[config.mk]
export PLATFORM = sky130hd
export DESIGN_NAME = tcu_timer
export DESIGN_NICKNAME = d
export VERILOG_FILES = /design/src/inc/tcu_pkg.sv /design/src/core/tcu_edge_det.sv /design/src/core/tcu_timer.sv
export VERILOG_INCLUDE_DIRS = /design/src /design/src/inc
export SDC_FILE = /design/constraint.sdc
export NUM_CORES = 1
export LEC_CHECK = 0
export BUFFER_PORTS_ARGS = -buffer_cell sky130_fd_sc_hd__buf_2
export CORE_ASPECT_RATIO = 0.6
export CORE_MARGIN = 2
export CORE_UTILIZATION = 49
export DETAILED_ROUTE_END_ITERATION = 8
export PLACE_DENSITY = 0.7
export SYNTH_ARGS = -nofsm -noshare
export SYNTH_HDL_FRONTEND = slang
export SYNTH_HIERARCHICAL = 1
export SYNTH_SLANG_ARGS = --single-unit
[constraint.sdc]
create_clock -name clock_i -period 3.6 [get_ports clock_i]
set_input_delay 0.36 -clock clock_i [delete_from_list [all_inputs] [get_ports clock_i]]
set_output_delay 0.36 -clock clock_i [all_outputs]
set_load 0.01 [all_outputs]
[src/inc/tcu_map.svh]
// Register offsets, field positions, reset values and counts of the timer
`ifndef TCU_MAP_SVH
`define TCU_MAP_SVH
`define TCU_OFS_MODE    8'h00
`define TCU_OFS_CAPCTL  8'h04
`define TCU_OFS_PRESC   8'h08
`define TCU_OFS_OUTCTL  8'h0C
`define TCU_OFS_COUNT   8'h10
`define TCU_OFS_CCA     8'h14
`define TCU_OFS_CCB     8'h18
`define TCU_OFS_IRQST   8'h1C
`define TCU_OFS_IRQMSK  8'h20
`define TCU_CAP_A_EN    0
`define TCU_CAP_A_OPP   1
`define TCU_CAP_B_EN    2
`define TCU_PRE_SEL_LO  0
`define TCU_EDGE_A_LO   4
`define TCU_EDGE_B_LO   6
`define TCU_OUT_EN      0
`define TCU_OUT_MODE_LO 1
`define TCU_OUT_MODE_HI 2
`define TCU_OUT_LVS     3
`define TCU_OUT_LVR     4
`define TCU_IRQ_A       0
`define TCU_IRQ_B       1
`define TCU_IRQ_OVF     2
`define TCU_DIV_SEL1    8'h02
`define TCU_DIV_SEL2    8'h08
`define TCU_DIV_SEL3    8'h20
`define TCU_RST_WORD    32'h0000_0000
`endif

[src/inc/tcu_pkg.sv]
// Types shared by the timer capture/compare unit
package tcu_pkg;
    typedef enum logic [1:0] {
        TCU_STOP,
        TCU_FREE_RUN,
        TCU_CLR_ON_PIN,
        TCU_CLR_ON_MATCH
    } tcu_mode_t;
    typedef enum logic [1:0] {
        TCU_EDGE_FALL,
        TCU_EDGE_RISE,
        TCU_EDGE_NONE,
        TCU_EDGE_BOTH
    } tcu_edge_t;
    typedef enum logic [1:0] {
        TCU_PRE_DIV1,
        TCU_PRE_DIV2,
        TCU_PRE_DIV3,
        TCU_PRE_PIN_A
    } tcu_presc_t;
endpackage : tcu_pkg

[src/core/tcu_edge_det.sv]
// Valid-edge and opposite-edge detector for one trigger pin
`timescale 1ns/1ns
module tcu_edge_det
    import tcu_pkg::*;
(
    // Clock and reset
    input  wire logic      clock_i,
    input  wire logic      sys_rst_i,
    // Pin and control
    input  wire logic      pin_i,
    input  wire logic      run_i,
    input  wire logic      rearm_i,
    input  wire tcu_edge_t edge_sel_i,
    // Detected edges
    output logic           valid_o,
    output logic           opp_o
);
    logic prev_ff;
    logic rise;
    logic fall;

    // Before the first start a high pin looks like a rising edge;
    // after a stop the pin level is tracked so no edge is invented
    always_ff @(posedge clock_i) begin
        if (sys_rst_i) begin
            prev_ff <= 1'b0;
        end else if (!run_i) begin
            prev_ff <= rearm_i ? pin_i : 1'b0;
        end else begin
            prev_ff <= pin_i;
        end
    end

    assign rise = run_i & pin_i & ~prev_ff;
    assign fall = run_i & ~pin_i & prev_ff;

    // Opposite edge is the valid edge with the sense swapped
    always_comb begin
        unique case (edge_sel_i)
            TCU_EDGE_FALL: begin
                valid_o = fall;
                opp_o   = rise;
            end
            TCU_EDGE_RISE: begin
                valid_o = rise;
                opp_o   = fall;
            end
            TCU_EDGE_NONE: begin
                valid_o = 1'b0;
                opp_o   = 1'b0;
            end
            TCU_EDGE_BOTH: begin
                valid_o = rise | fall;
                opp_o   = rise | fall;
            end
        endcase
    end
endmodule : tcu_edge_det

[src/core/tcu_timer.sv]
// 16-bit timer/event counter with two capture/compare registers
//
// Register access over APB and the placing of the registers are this design's own decisions.
`timescale 1ns/1ns
`include "tcu_map.svh"

module tcu_timer
    import tcu_pkg::*;
(
    // Clock and reset
    input  wire logic        clock_i,
    input  wire logic        sys_rst_i,
    // APB slave
    input  wire logic        psel_i,
    input  wire logic        penable_i,
    input  wire logic        pwrite_i,
    input  wire logic [7:0]  paddr_i,
    input  wire logic [31:0] pwdata_i,
    output logic [31:0]      prdata_o,
    output logic             pready_o,
    output logic             pslverr_o,
    // Trigger pins
    input  wire logic        trigger_pin_a_i,
    input  wire logic        trigger_pin_b_i,
    // Timer output pin, enable active low
    output logic             timer_output_pin_o,
    output logic             timer_output_oe_n_o,
    // Interrupt
    output logic             irq_o
);
    logic [1:0]  mode_ff;
    logic [2:0]  capctl_ff;
    logic [7:0]  presc_ff;
    logic [2:0]  outctl_ff;
    logic [15:0] count_ff;
    logic [15:0] cap_cmp_reg_a_ff;
    logic [15:0] cap_cmp_reg_b_ff;
    logic [2:0]  irq_st_ff;
    logic [2:0]  irq_msk_ff;
    logic [7:0]  div_ff;
    logic        started_once_ff;
    logic        out_level_ff;
    logic [31:0] rdata_ff;

    logic        wr;
    logic        rd_setup;
    logic        mapped;
    logic        run;
    tcu_mode_t   mode;
    tcu_presc_t  presc;
    logic        edge_a;
    logic        opp_a;
    logic        edge_b;
    logic        tick;
    logic [7:0]  div_lim;
    logic        match_a;
    logic        match_b;
    logic        clr_cnt;
    logic        cap_a;
    logic        cap_b;
    logic        ppg_on;
    logic [2:0]  irq_set;
    logic [2:0]  irq_clr;
    logic [2:0]  nxt_irq_st;

    assign mode   = tcu_mode_t'(mode_ff);
    assign presc  = tcu_presc_t'(presc_ff[`TCU_PRE_SEL_LO +: 2]);
    assign run    = (mode != TCU_STOP);
    assign ppg_on = outctl_ff[`TCU_OUT_MODE_HI];

    // Bus decode; every slot answers at once
    assign wr       = psel_i & penable_i & pwrite_i;
    assign rd_setup = psel_i & ~penable_i & ~pwrite_i;
    always_comb begin
        unique case (paddr_i)
            `TCU_OFS_MODE, `TCU_OFS_CAPCTL, `TCU_OFS_PRESC,
            `TCU_OFS_OUTCTL, `TCU_OFS_COUNT, `TCU_OFS_CCA,
            `TCU_OFS_CCB, `TCU_OFS_IRQST, `TCU_OFS_IRQMSK: mapped = 1'b1;
            default: mapped = 1'b0;
        endcase
    end
    assign pready_o  = 1'b1;
    assign pslverr_o = psel_i & penable_i & ~mapped;

    // Edge detectors for both trigger pins
    tcu_edge_det u_edge_a (
        .clock_i    (clock_i),
        .sys_rst_i  (sys_rst_i),
        .pin_i      (trigger_pin_a_i),
        .run_i      (run),
        .rearm_i    (started_once_ff),
        .edge_sel_i (tcu_edge_t'(presc_ff[`TCU_EDGE_A_LO +: 2])),
        .valid_o    (edge_a),
        .opp_o      (opp_a)
    );
    tcu_edge_det u_edge_b (
        .clock_i    (clock_i),
        .sys_rst_i  (sys_rst_i),
        .pin_i      (trigger_pin_b_i),
        .run_i      (run),
        .rearm_i    (started_once_ff),
        .edge_sel_i (tcu_edge_t'(presc_ff[`TCU_EDGE_B_LO +: 2])),
        .valid_o    (edge_b),
        .opp_o      ()
    );

    // Remember the first start so later starts track the pin level
    always_ff @(posedge clock_i) begin
        if (sys_rst_i) begin
            started_once_ff <= 1'b0;
        end else if (run) begin
            started_once_ff <= 1'b1;
        end
    end

    // Count clock select
    always_comb begin
        unique case (presc)
            TCU_PRE_DIV1:  div_lim = `TCU_DIV_SEL1;
            TCU_PRE_DIV2:  div_lim = `TCU_DIV_SEL2;
            TCU_PRE_DIV3:  div_lim = `TCU_DIV_SEL3;
            TCU_PRE_PIN_A: div_lim = 8'h01;
        endcase
    end
    assign tick = (presc == TCU_PRE_PIN_A) ? edge_a
                : (div_ff == div_lim - 8'h01);

    // Prescaler restarts with the timer, so the first tick lags by
    // one full count period after the start
    always_ff @(posedge clock_i) begin
        if (sys_rst_i || !run || tick) begin
            div_ff <= 8'h00;
        end else begin
            div_ff <= div_ff + 8'h01;
        end
    end

    // Compare matches only count in compare mode
    assign match_a = run & tick & ~capctl_ff[`TCU_CAP_A_EN]
                   & (count_ff == cap_cmp_reg_a_ff);
    assign match_b = run & tick & ~capctl_ff[`TCU_CAP_B_EN]
                   & (count_ff == cap_cmp_reg_b_ff);

    // Clear sources; pin A edge clears even when it is the count clock
    assign clr_cnt = (mode == TCU_CLR_ON_PIN && edge_a)
                   | ((mode == TCU_CLR_ON_MATCH || ppg_on)
                      && match_a);

    // Counter stops and reads zero while the mode field is 00
    always_ff @(posedge clock_i) begin
        if (sys_rst_i || !run) begin
            count_ff <= 16'h0000;
        end else if (clr_cnt) begin
            count_ff <= 16'h0000;
        end else if (tick) begin
            count_ff <= count_ff + 16'h0001;
        end
    end

    // Capture strobes; compare mode blocks them
    assign cap_a = capctl_ff[`TCU_CAP_A_EN]
                 & (capctl_ff[`TCU_CAP_A_OPP] ? opp_a : edge_b);
    assign cap_b = capctl_ff[`TCU_CAP_B_EN] & edge_a;

    // Capture/compare A: capture beats a software write
    always_ff @(posedge clock_i) begin
        if (sys_rst_i) begin
            cap_cmp_reg_a_ff <= 16'h0000;
        end else if (cap_a) begin
            cap_cmp_reg_a_ff <= count_ff;
        end else if (wr && paddr_i == `TCU_OFS_CCA) begin
            cap_cmp_reg_a_ff <= pwdata_i[15:0];
        end
    end

    // Capture/compare B: capture beats a software write
    always_ff @(posedge clock_i) begin
        if (sys_rst_i) begin
            cap_cmp_reg_b_ff <= 16'h0000;
        end else if (cap_b) begin
            cap_cmp_reg_b_ff <= count_ff;
        end else if (wr && paddr_i == `TCU_OFS_CCB) begin
            cap_cmp_reg_b_ff <= pwdata_i[15:0];
        end
    end

    // Interrupt events; opposite-edge capture stays silent and pin B
    // then acts as a plain external interrupt on A
    always_comb begin
        irq_set = 3'h0;
        irq_set[`TCU_IRQ_A] = match_a
            | (capctl_ff[`TCU_CAP_A_EN] & ~capctl_ff[`TCU_CAP_A_OPP]
               & edge_b)
            | (capctl_ff[`TCU_CAP_A_EN] & capctl_ff[`TCU_CAP_A_OPP]
               & edge_b);
        irq_set[`TCU_IRQ_B] = match_b | cap_b;
        irq_set[`TCU_IRQ_OVF] = run & tick & ~clr_cnt
                              & (count_ff == 16'hFFFF);
    end

    // Sticky status, write one to clear; a new event wins the clash
    assign irq_clr = (wr && paddr_i == `TCU_OFS_IRQST) ? pwdata_i[2:0]
                                                       : 3'h0;
    assign nxt_irq_st = irq_set | (irq_st_ff & ~irq_clr);
    always_ff @(posedge clock_i) begin
        if (sys_rst_i) begin
            irq_st_ff <= 3'h0;
        end else begin
            irq_st_ff <= nxt_irq_st;
        end
    end
    assign irq_o = |(irq_st_ff & irq_msk_ff);

    // Control registers
    always_ff @(posedge clock_i) begin
        if (sys_rst_i) begin
            mode_ff    <= 2'h0;
            capctl_ff  <= 3'h0;
            presc_ff   <= 8'h00;
            outctl_ff  <= 3'h0;
            irq_msk_ff <= 3'h0;
        end else if (wr) begin
            unique case (paddr_i)
                `TCU_OFS_MODE:   mode_ff    <= pwdata_i[1:0];
                `TCU_OFS_CAPCTL: capctl_ff  <= pwdata_i[2:0];
                `TCU_OFS_PRESC:  presc_ff   <= pwdata_i[7:0];
                `TCU_OFS_OUTCTL: outctl_ff  <= pwdata_i[2:0];
                `TCU_OFS_IRQMSK: irq_msk_ff <= pwdata_i[2:0];
                default: ;
            endcase
        end
    end

    // Output level: set/reset strobes, toggle on match, or pulse mode
    // high from restart until the B match
    always_ff @(posedge clock_i) begin
        if (sys_rst_i) begin
            out_level_ff <= 1'b0;
        end else if (wr && paddr_i == `TCU_OFS_OUTCTL
                     && pwdata_i[`TCU_OUT_LVS]) begin
            out_level_ff <= 1'b1;
        end else if (wr && paddr_i == `TCU_OFS_OUTCTL
                     && pwdata_i[`TCU_OUT_LVR]) begin
            out_level_ff <= 1'b0;
        end else if (ppg_on) begin
            if (match_a) begin
                out_level_ff <= 1'b1;
            end else if (match_b) begin
                out_level_ff <= 1'b0;
            end
        end else if (outctl_ff[`TCU_OUT_MODE_LO] && (match_a || match_b))
        begin
            out_level_ff <= ~out_level_ff;
        end
    end

    // Pin is only driven while the output is enabled
    assign timer_output_pin_o  = out_level_ff & outctl_ff[`TCU_OUT_EN];
    assign timer_output_oe_n_o = ~outctl_ff[`TCU_OUT_EN];

    // Read data captured in the setup cycle, so it comes from a flop
    always_ff @(posedge clock_i) begin
        if (sys_rst_i) begin
            rdata_ff <= `TCU_RST_WORD;
        end else if (rd_setup) begin
            unique case (paddr_i)
                `TCU_OFS_MODE:   rdata_ff <= {30'h0, mode_ff};
                `TCU_OFS_CAPCTL: rdata_ff <= {29'h0, capctl_ff};
                `TCU_OFS_PRESC:  rdata_ff <= {24'h0, presc_ff};
                `TCU_OFS_OUTCTL: rdata_ff <= {29'h0, outctl_ff};
                `TCU_OFS_COUNT:  rdata_ff <= {16'h0, count_ff};
                `TCU_OFS_CCA:    rdata_ff <= {16'h0, cap_cmp_reg_a_ff};
                `TCU_OFS_CCB:    rdata_ff <= {16'h0, cap_cmp_reg_b_ff};
                `TCU_OFS_IRQST:  rdata_ff <= {29'h0, irq_st_ff};
                `TCU_OFS_IRQMSK: rdata_ff <= {29'h0, irq_msk_ff};
                default:         rdata_ff <= `TCU_RST_WORD;
            endcase
        end
    end
    assign prdata_o = rdata_ff;
endmodule : tcu_timer

==> impl_results.md, run 1 <==
* GPL Wtd Cong at roughly 0.9
* Post-Syn Instances at around 640
* Pre-antenna DRT Iters at 5
* Remaining DRCs at 0
* WL per Instance at between 15 and 20 µm
* Area grow syn2layout at 10.2%
* Sink Count at slightly below 100
* Die area at around 12000 µm²
* Initial Utilization at roughly 51%
* Layout cells sized above 1 at between 10% and 20%
* Hold buffers post-CTS at 0
* Synthesis warning total at 6
* Worst Max-Slew Pin Slew at approximately 0.81 ns
* DIE WIDTH at around 140 µm
* Post-Route WL at 14400 µm
* Core area at approximately 11000 µm²
* Required time of the critical path at around 3.9 ns
* Cell Area, Synth at 5370 µm²
* I/O pin count at 84
* Footprint of the multi-input gates at approximately 3100 µm²
* Type of the worst setup path: reg -> reg
* Power per Cell Area at between 300 and 400 nW/µm²
* HPWL after DPL at a little over 10000 µm
* Fin. Hold Viols at 0
* Avg Cell Area, Syn at 8.38 µm²
* Post-layout util at between 50% and 60%
* Most common cell after layout, fill and taps aside: nor2_1
* Row count at 29
* Vias/cell at approximately 5.8
* Clk slew on worst S/H paths at ~0.070 ns
* Register area at between 1500 and 2000 µm²
* Fillers at about 980
* Total CTS buffers at 9
* Ant diodes at 0
* Headroom to the max-slew limit at a little under half
* Outcome: finished, final reports clean
* Total track usage at approximately a quarter
* CP arrival at roughly 3.0 ns
* Crit Path Max Fanout at 32
* H-Tree Level Count at 3
* Leak Pwr at around 2.5 nW
* Worst skew pair latency at between 0.3 and 0.4 ns
* Routed vias at around 4700
* Total gr overflow at 0
* DRT iter0 DRCs at ~450
* Die Y at around 85 µm
* CTS root buf: clkbuf_16
* CTS resizes at 0
* RSZ-0062 raised after global routing: false
* Nets at roughly 710
* PortBufs at 50
* Initial antenna violation count at 0
* First-pass GRT wire length at ~23000 µm
* # Post-CTS Setup Buffers at 0
* Via count of the first global-routing pass at approximately 4300
* Crit end category: flip-flop
* Maximum clock path buffer count at 2
* Post-route ant nets at 0
* Fmax achieved at about 360 MHz
* Peak supply drop at 0.000240 V
* Startpoint Class: flip-flop
* Worst min-delay path category: in -> reg
* Most frequent cells in the layout: nor2_1 (126), dfxtp_1 (98), mux2i_1 (55), xor2_1 (50), buf_2 (50)
* CTS tree: done
* TNS Setup at 0 ns
* Period minus WS final at 2.74 ns
* Largest net degree at the start of global routing at 51
* Tot Pwr at 2.23 mW
* Max Slew Vio Count at 0
* Final setup fails at 0
* Fin Clk Skew at between 0.005 and 0.006 ns
* Tcrit/Tclk final at approximately three quarters
* Max capacitance violation total at 0
## through the flow
stage / std cells / instance area (µm²) / worst slack, ns / hold WS, ns
2_1_floorplan: 656 / 5430 / 1.31 / 0.430
3_3_place_gp: 787 / 5610 / 0.875 / 0.479
3_5_place_dp: 787 / 5610 / 0.829 / 0.487
4_1_cts: 803 / 5920 / 0.927 / 0.269
5_1_grt: 803 / 5920 / 0.622 / 0.295
6_report: 803 / 5920 / 0.857 / 0.276
## flip-flops by register name (all words and copies together), names as in the netlist, 2 cells and up
signal / count
irq_st_ff: 3
div_ff: 8
capctl_ff: 3
outctl_ff: 3
cap_cmp_reg_a_ff: 16
prdata_o: 16
mode: 2
cap_cmp_reg_b_ff: 16
irq_msk_ff: 3
count_ff: 16
presc_ff: 8
## worst paths after layout
path,from,to,slack [ns],cells past startpoint
setup / recovery,mode[0],cap_cmp_reg_a_ff[15],0.86,10
hold / removal,trigger_pin_b_i,u_edge_b/prev_ff,0.28,2
setup reg to reg,mode[0],cap_cmp_reg_a_ff[15],0.86,10
hold reg to reg,presc_ff[2],presc_ff[2],0.50,2
## metal layers
| metal | vias up | part of all wire (%) | GRT usage, % |
|---|---|---|---|
| met5 | - | 0 | 0 |
| met4 | 0 | 0.78 | 6.34 |
| met3 | 12 | 9.9 | 6.66 |
| met2 | 200 | 40 | 35.3 |
| met1 | 2239 | 49 | 36.5 |
| li1 | 2243 | - | - |
## power breakdown
group / leakage (nW) / switching, mW / internal (mW)
registers: 0.791 / 0.00436 / 1.09
clock network: 0.150 / 0.451 / 0.567
logic: 1.54 / 0.0799 / 0.0402
## worst max-delay path: stages, from the launching register on
cell and delay (ns):
dfxtp_1 0.45, nor2_1 0.10, inv_1 0.32, nand3b_1 0.13
o21ai_1 0.30, mux2_2 0.21, nand2_1 0.32, o31ai_4 0.14
buf_4 0.35, nor2_1 0.07, a211oi_1 0.24
## final cells by class
type / count / area share, %
clock buffers: 10 / 4.04
clock inverters: 6 / 1.23
inverters: 9 / 0.571
multi-input cells: 479 / 52.3
flip-flops and latches: 98 / 33.2
well taps: 139 / 2.94
repair buffers: 62 / 5.75
(Power assumes the default switching activity.)
==> inputs of run 2 (changes only) <==
--- a/config.mk
+++ b/config.mk
@@ -6,12 +6,13 @@
 export SDC_FILE = /design/constraint.sdc
 export NUM_CORES = 1
 export LEC_CHECK = 0
+export ABC_AREA = 1
 export BUFFER_PORTS_ARGS = -buffer_cell sky130_fd_sc_hd__buf_2
 export CORE_ASPECT_RATIO = 0.6
 export CORE_MARGIN = 2
 export CORE_UTILIZATION = 49
 export DETAILED_ROUTE_END_ITERATION = 8
-export PLACE_DENSITY = 0.7
+export PLACE_DENSITY = 0.73
 export SYNTH_ARGS = -nofsm -noshare
 export SYNTH_HDL_FRONTEND = slang
 export SYNTH_HIERARCHICAL = 1
==> constraint.sdc (replaced) <==
create_clock -name clock_i -period 2.5 [get_ports clock_i]
set_input_delay 0.25 -clock clock_i [delete_from_list [all_inputs] [get_ports clock_i]]
set_output_delay 0.25 -clock clock_i [all_outputs]
set_load 0.01 [all_outputs]
==> run 2 against run 1 <==
Final cell count is 31% higher. Wire length rose by 19%. Total power is 40% higher. Die area grew 5.0%. Non-clock buffer count rose by 1. Critical path type unchanged. Largest power group unchanged.
==> impl_results.md, run 2 <==
* Crit Path Max Fanout at 22 (-31%)
* Leak Pwr at 2.54 nW (+2.1%)
* Outcome: finished, final reports clean
* Core area at 11300 µm² (+5.9%)
* Fmax achieved at 442 MHz (+21%)
* Max capacitance violation total at 0 (unchanged)
* Post-Syn Instances at 859 (+34%)
* # Post-CTS Setup Buffers at 0 (unchanged)
* Via count of the first global-routing pass at 5175 (+21%)
* Tcrit/Tclk final at 90.4% (+14 points)
* Initial antenna violation count at 0 (unchanged)
* Fin Clk Skew at 0.00724 ns (+0.00135 ns)
* Synthesis warning total at 6 (unchanged)
* Peak supply drop at 0.000327 V (+36%)
* Most common cell after layout, fill and taps aside: nand2_1
* Worst min-delay path category: in -> reg
* RR Endpoint: cap_cmp_reg_a_ff[5]
* WHS Path Cells at 3 (+1)
* DIE WIDTH at 143 µm (+2.5%)
* GPL Wtd Cong at 0.944 (+4.9%)
* Type of the worst setup path: reg -> reg
* DRT iter0 DRCs at 586 (+29%)
* Required time of the critical path at 2.72 ns (-1.14 ns)
* Total track usage at 28.4% (+3.8 points)
* Startpoint Class: flip-flop
* Fin. Hold Viols at 0 (unchanged)
* Min setup slack post-route at 0.239 ns (-0.618 ns)
* Pre-CTS setup slack at 0.0897 ns (-0.739 ns)
* Flop2flop setup slack at 0.24 ns (-0.62 ns)
* H-Tree Level Count at 3 (unchanged)
* Min-Delay Startpoint: trigger_pin_b_i
* Max Slew Vio Count at 0 (unchanged)
* Die area at 12400 µm² (+5.0%)
* Total gr overflow at 0 (unchanged)
* Avg Cell Area, Syn at 6.58 µm² (-21%)
* Sink Count at 98 (unchanged)
* CP startpoint: mode[1]
* Largest net degree at the start of global routing at 36 (-29%)
* Routed vias at 5793 (+23%)
* Layout cells sized above 1 at 14.2% (-0.15 points)
* Final setup fails at 0 (unchanged)
* Maximum clock path buffer count at 2 (unchanged)
* Area grow syn2layout at 11.2%
* TNS Setup at 0 ns (unchanged)
* Die Y at 87.2 µm (+2.5%)
* HPWL after DPL at 12600 µm (+23%)
* WL per Instance at 16.3 µm (-9.1%)
* Worst hold endpoint: u_edge_b/prev_ff
* Remaining DRCs at 0 (unchanged)
* R2R depth at 11 (+1)
* Tot Pwr at 3.13 mW (+40%)
* Post-Route WL at 17000 µm (+19%)
* Worst skew pair latency at 0.35 ns (about the same)
* CTS root buf: clkbuf_16
* Crit end category: flip-flop
* Ant diodes at 0 (unchanged)
* Worst Max-Slew Pin Slew at 0.508 ns (-0.301 ns)
* Pre-antenna DRT Iters at 5 (unchanged)
* CTS tree: done
* Cell Area, Synth at 5650 µm² (+5.2%)
* CP arrival at 2.48 ns (-0.52 ns)
* Vias/cell at 5.53 (-5.4%)
* I/O pin count at 84 (unchanged)
* Period minus WS final at 2.26 ns (-0.482 ns)
* Most frequent cells in the layout: nand2_1 (232), dfxtp_1 (98), inv_1 (93), nor2_1 (92), buf_2 (50)
* Fillers at 1100 (+12%)
* Headroom to the max-slew limit at 66.1% (+20 points)
* Clk slew on worst S/H paths at 0.07 ns (about the same)
* PortBufs at 50 (unchanged)
* First-pass GRT wire length at 27200 µm (+18%)
* Power per Cell Area at 498 nW/µm² (+32%)
* Initial Utilization at 50.2% (-0.33 points)
* Row count at 30 (+3.4%)
* Post-route ant nets at 0 (unchanged)
* Worst r2r src: mode[1]
* Nets at 951 (+34%)
* Total CTS buffers at 9 (unchanged)
* RSZ-0062 raised after global routing: false
-- run 2: through the flow --
stage | util, % | instance area (µm²) | hold WS (ns) | std cells
floorplan | - | 5710 | 0.322 | 874
global placement | 53.0 | 5960 | 0.444 | 1032
detailed placement | 53.0 | 5960 | 0.453 | 1032
CTS | 55.7 | 6270 | 0.147 | 1048
global route | 55.8 | 6280 | 0.160 | 1048
finish | 55.8 | 6280 | 0.157 | 1048
-- run 2: how the worst max path moves through the flow --
stage                                 to  slack (ns)
floorplan           cap_cmp_reg_a_ff[10]        0.66
global placement     cap_cmp_reg_a_ff[9]        0.22
detailed placement  cap_cmp_reg_a_ff[13]        0.09
CTS                 cap_cmp_reg_a_ff[13]        0.09
global route        cap_cmp_reg_a_ff[14]        0.09
finish               cap_cmp_reg_a_ff[5]        0.24
-- run 2: power by group --
part	internal (mW)	switching, mW	leakage (nW)
clock network	0.794	0.654	0.153
registers	1.56	0.000519	0.789
logic	0.0329	0.0876	1.59
-- run 2: critical path, stage by stage, from the launching register on --
cell      delay, ns
dfxtp_1        0.34
nor2_1         0.22
inv_2          0.13
nand2_1        0.09
nor2_1         0.04
nand2_1        0.06
nand2_1        0.10
o21ai_4        0.33
buf_4          0.35
nor2_1         0.09
a211oi_1       0.29
a211oi_1       0.07
-- run 2: area by class of cell --
| cell class | instances | area [µm²] | area share [%] |
|---|---|---|---|
| multi-input combinational | 615 | 3050 | 48.5 |
| clock buffer | 9 | 225 | 3.59 |
| inverter | 112 | 423 | 6.73 |
| timing repair buffer | 63 | 360 | 5.74 |
| tap | 144 | 180 | 2.87 |
| sequential | 98 | 1960 | 31.2 |
| clock inverter | 7 | 81.3 | 1.29 |
-- run 2: repair_timing --
item | 4_1_cts | 5_1_grt
gates resized for setup | 0 | 4
hold endpoints to repair | 0 | 0
setup endpoints to repair | 0 | 16
hold buffers | 0 | 0
-- run 2: routing by layer --
layer	GRT usage [%]	up-vias	share of wire, %	wire length (µm)
li1	-	2862	-	-
met1	44.2	2591	50	8480
met4	7.20	0	1.5	258
met2	38.1	320	37	6250
met3	7.42	20	12	2060
met5	0	-	0	0
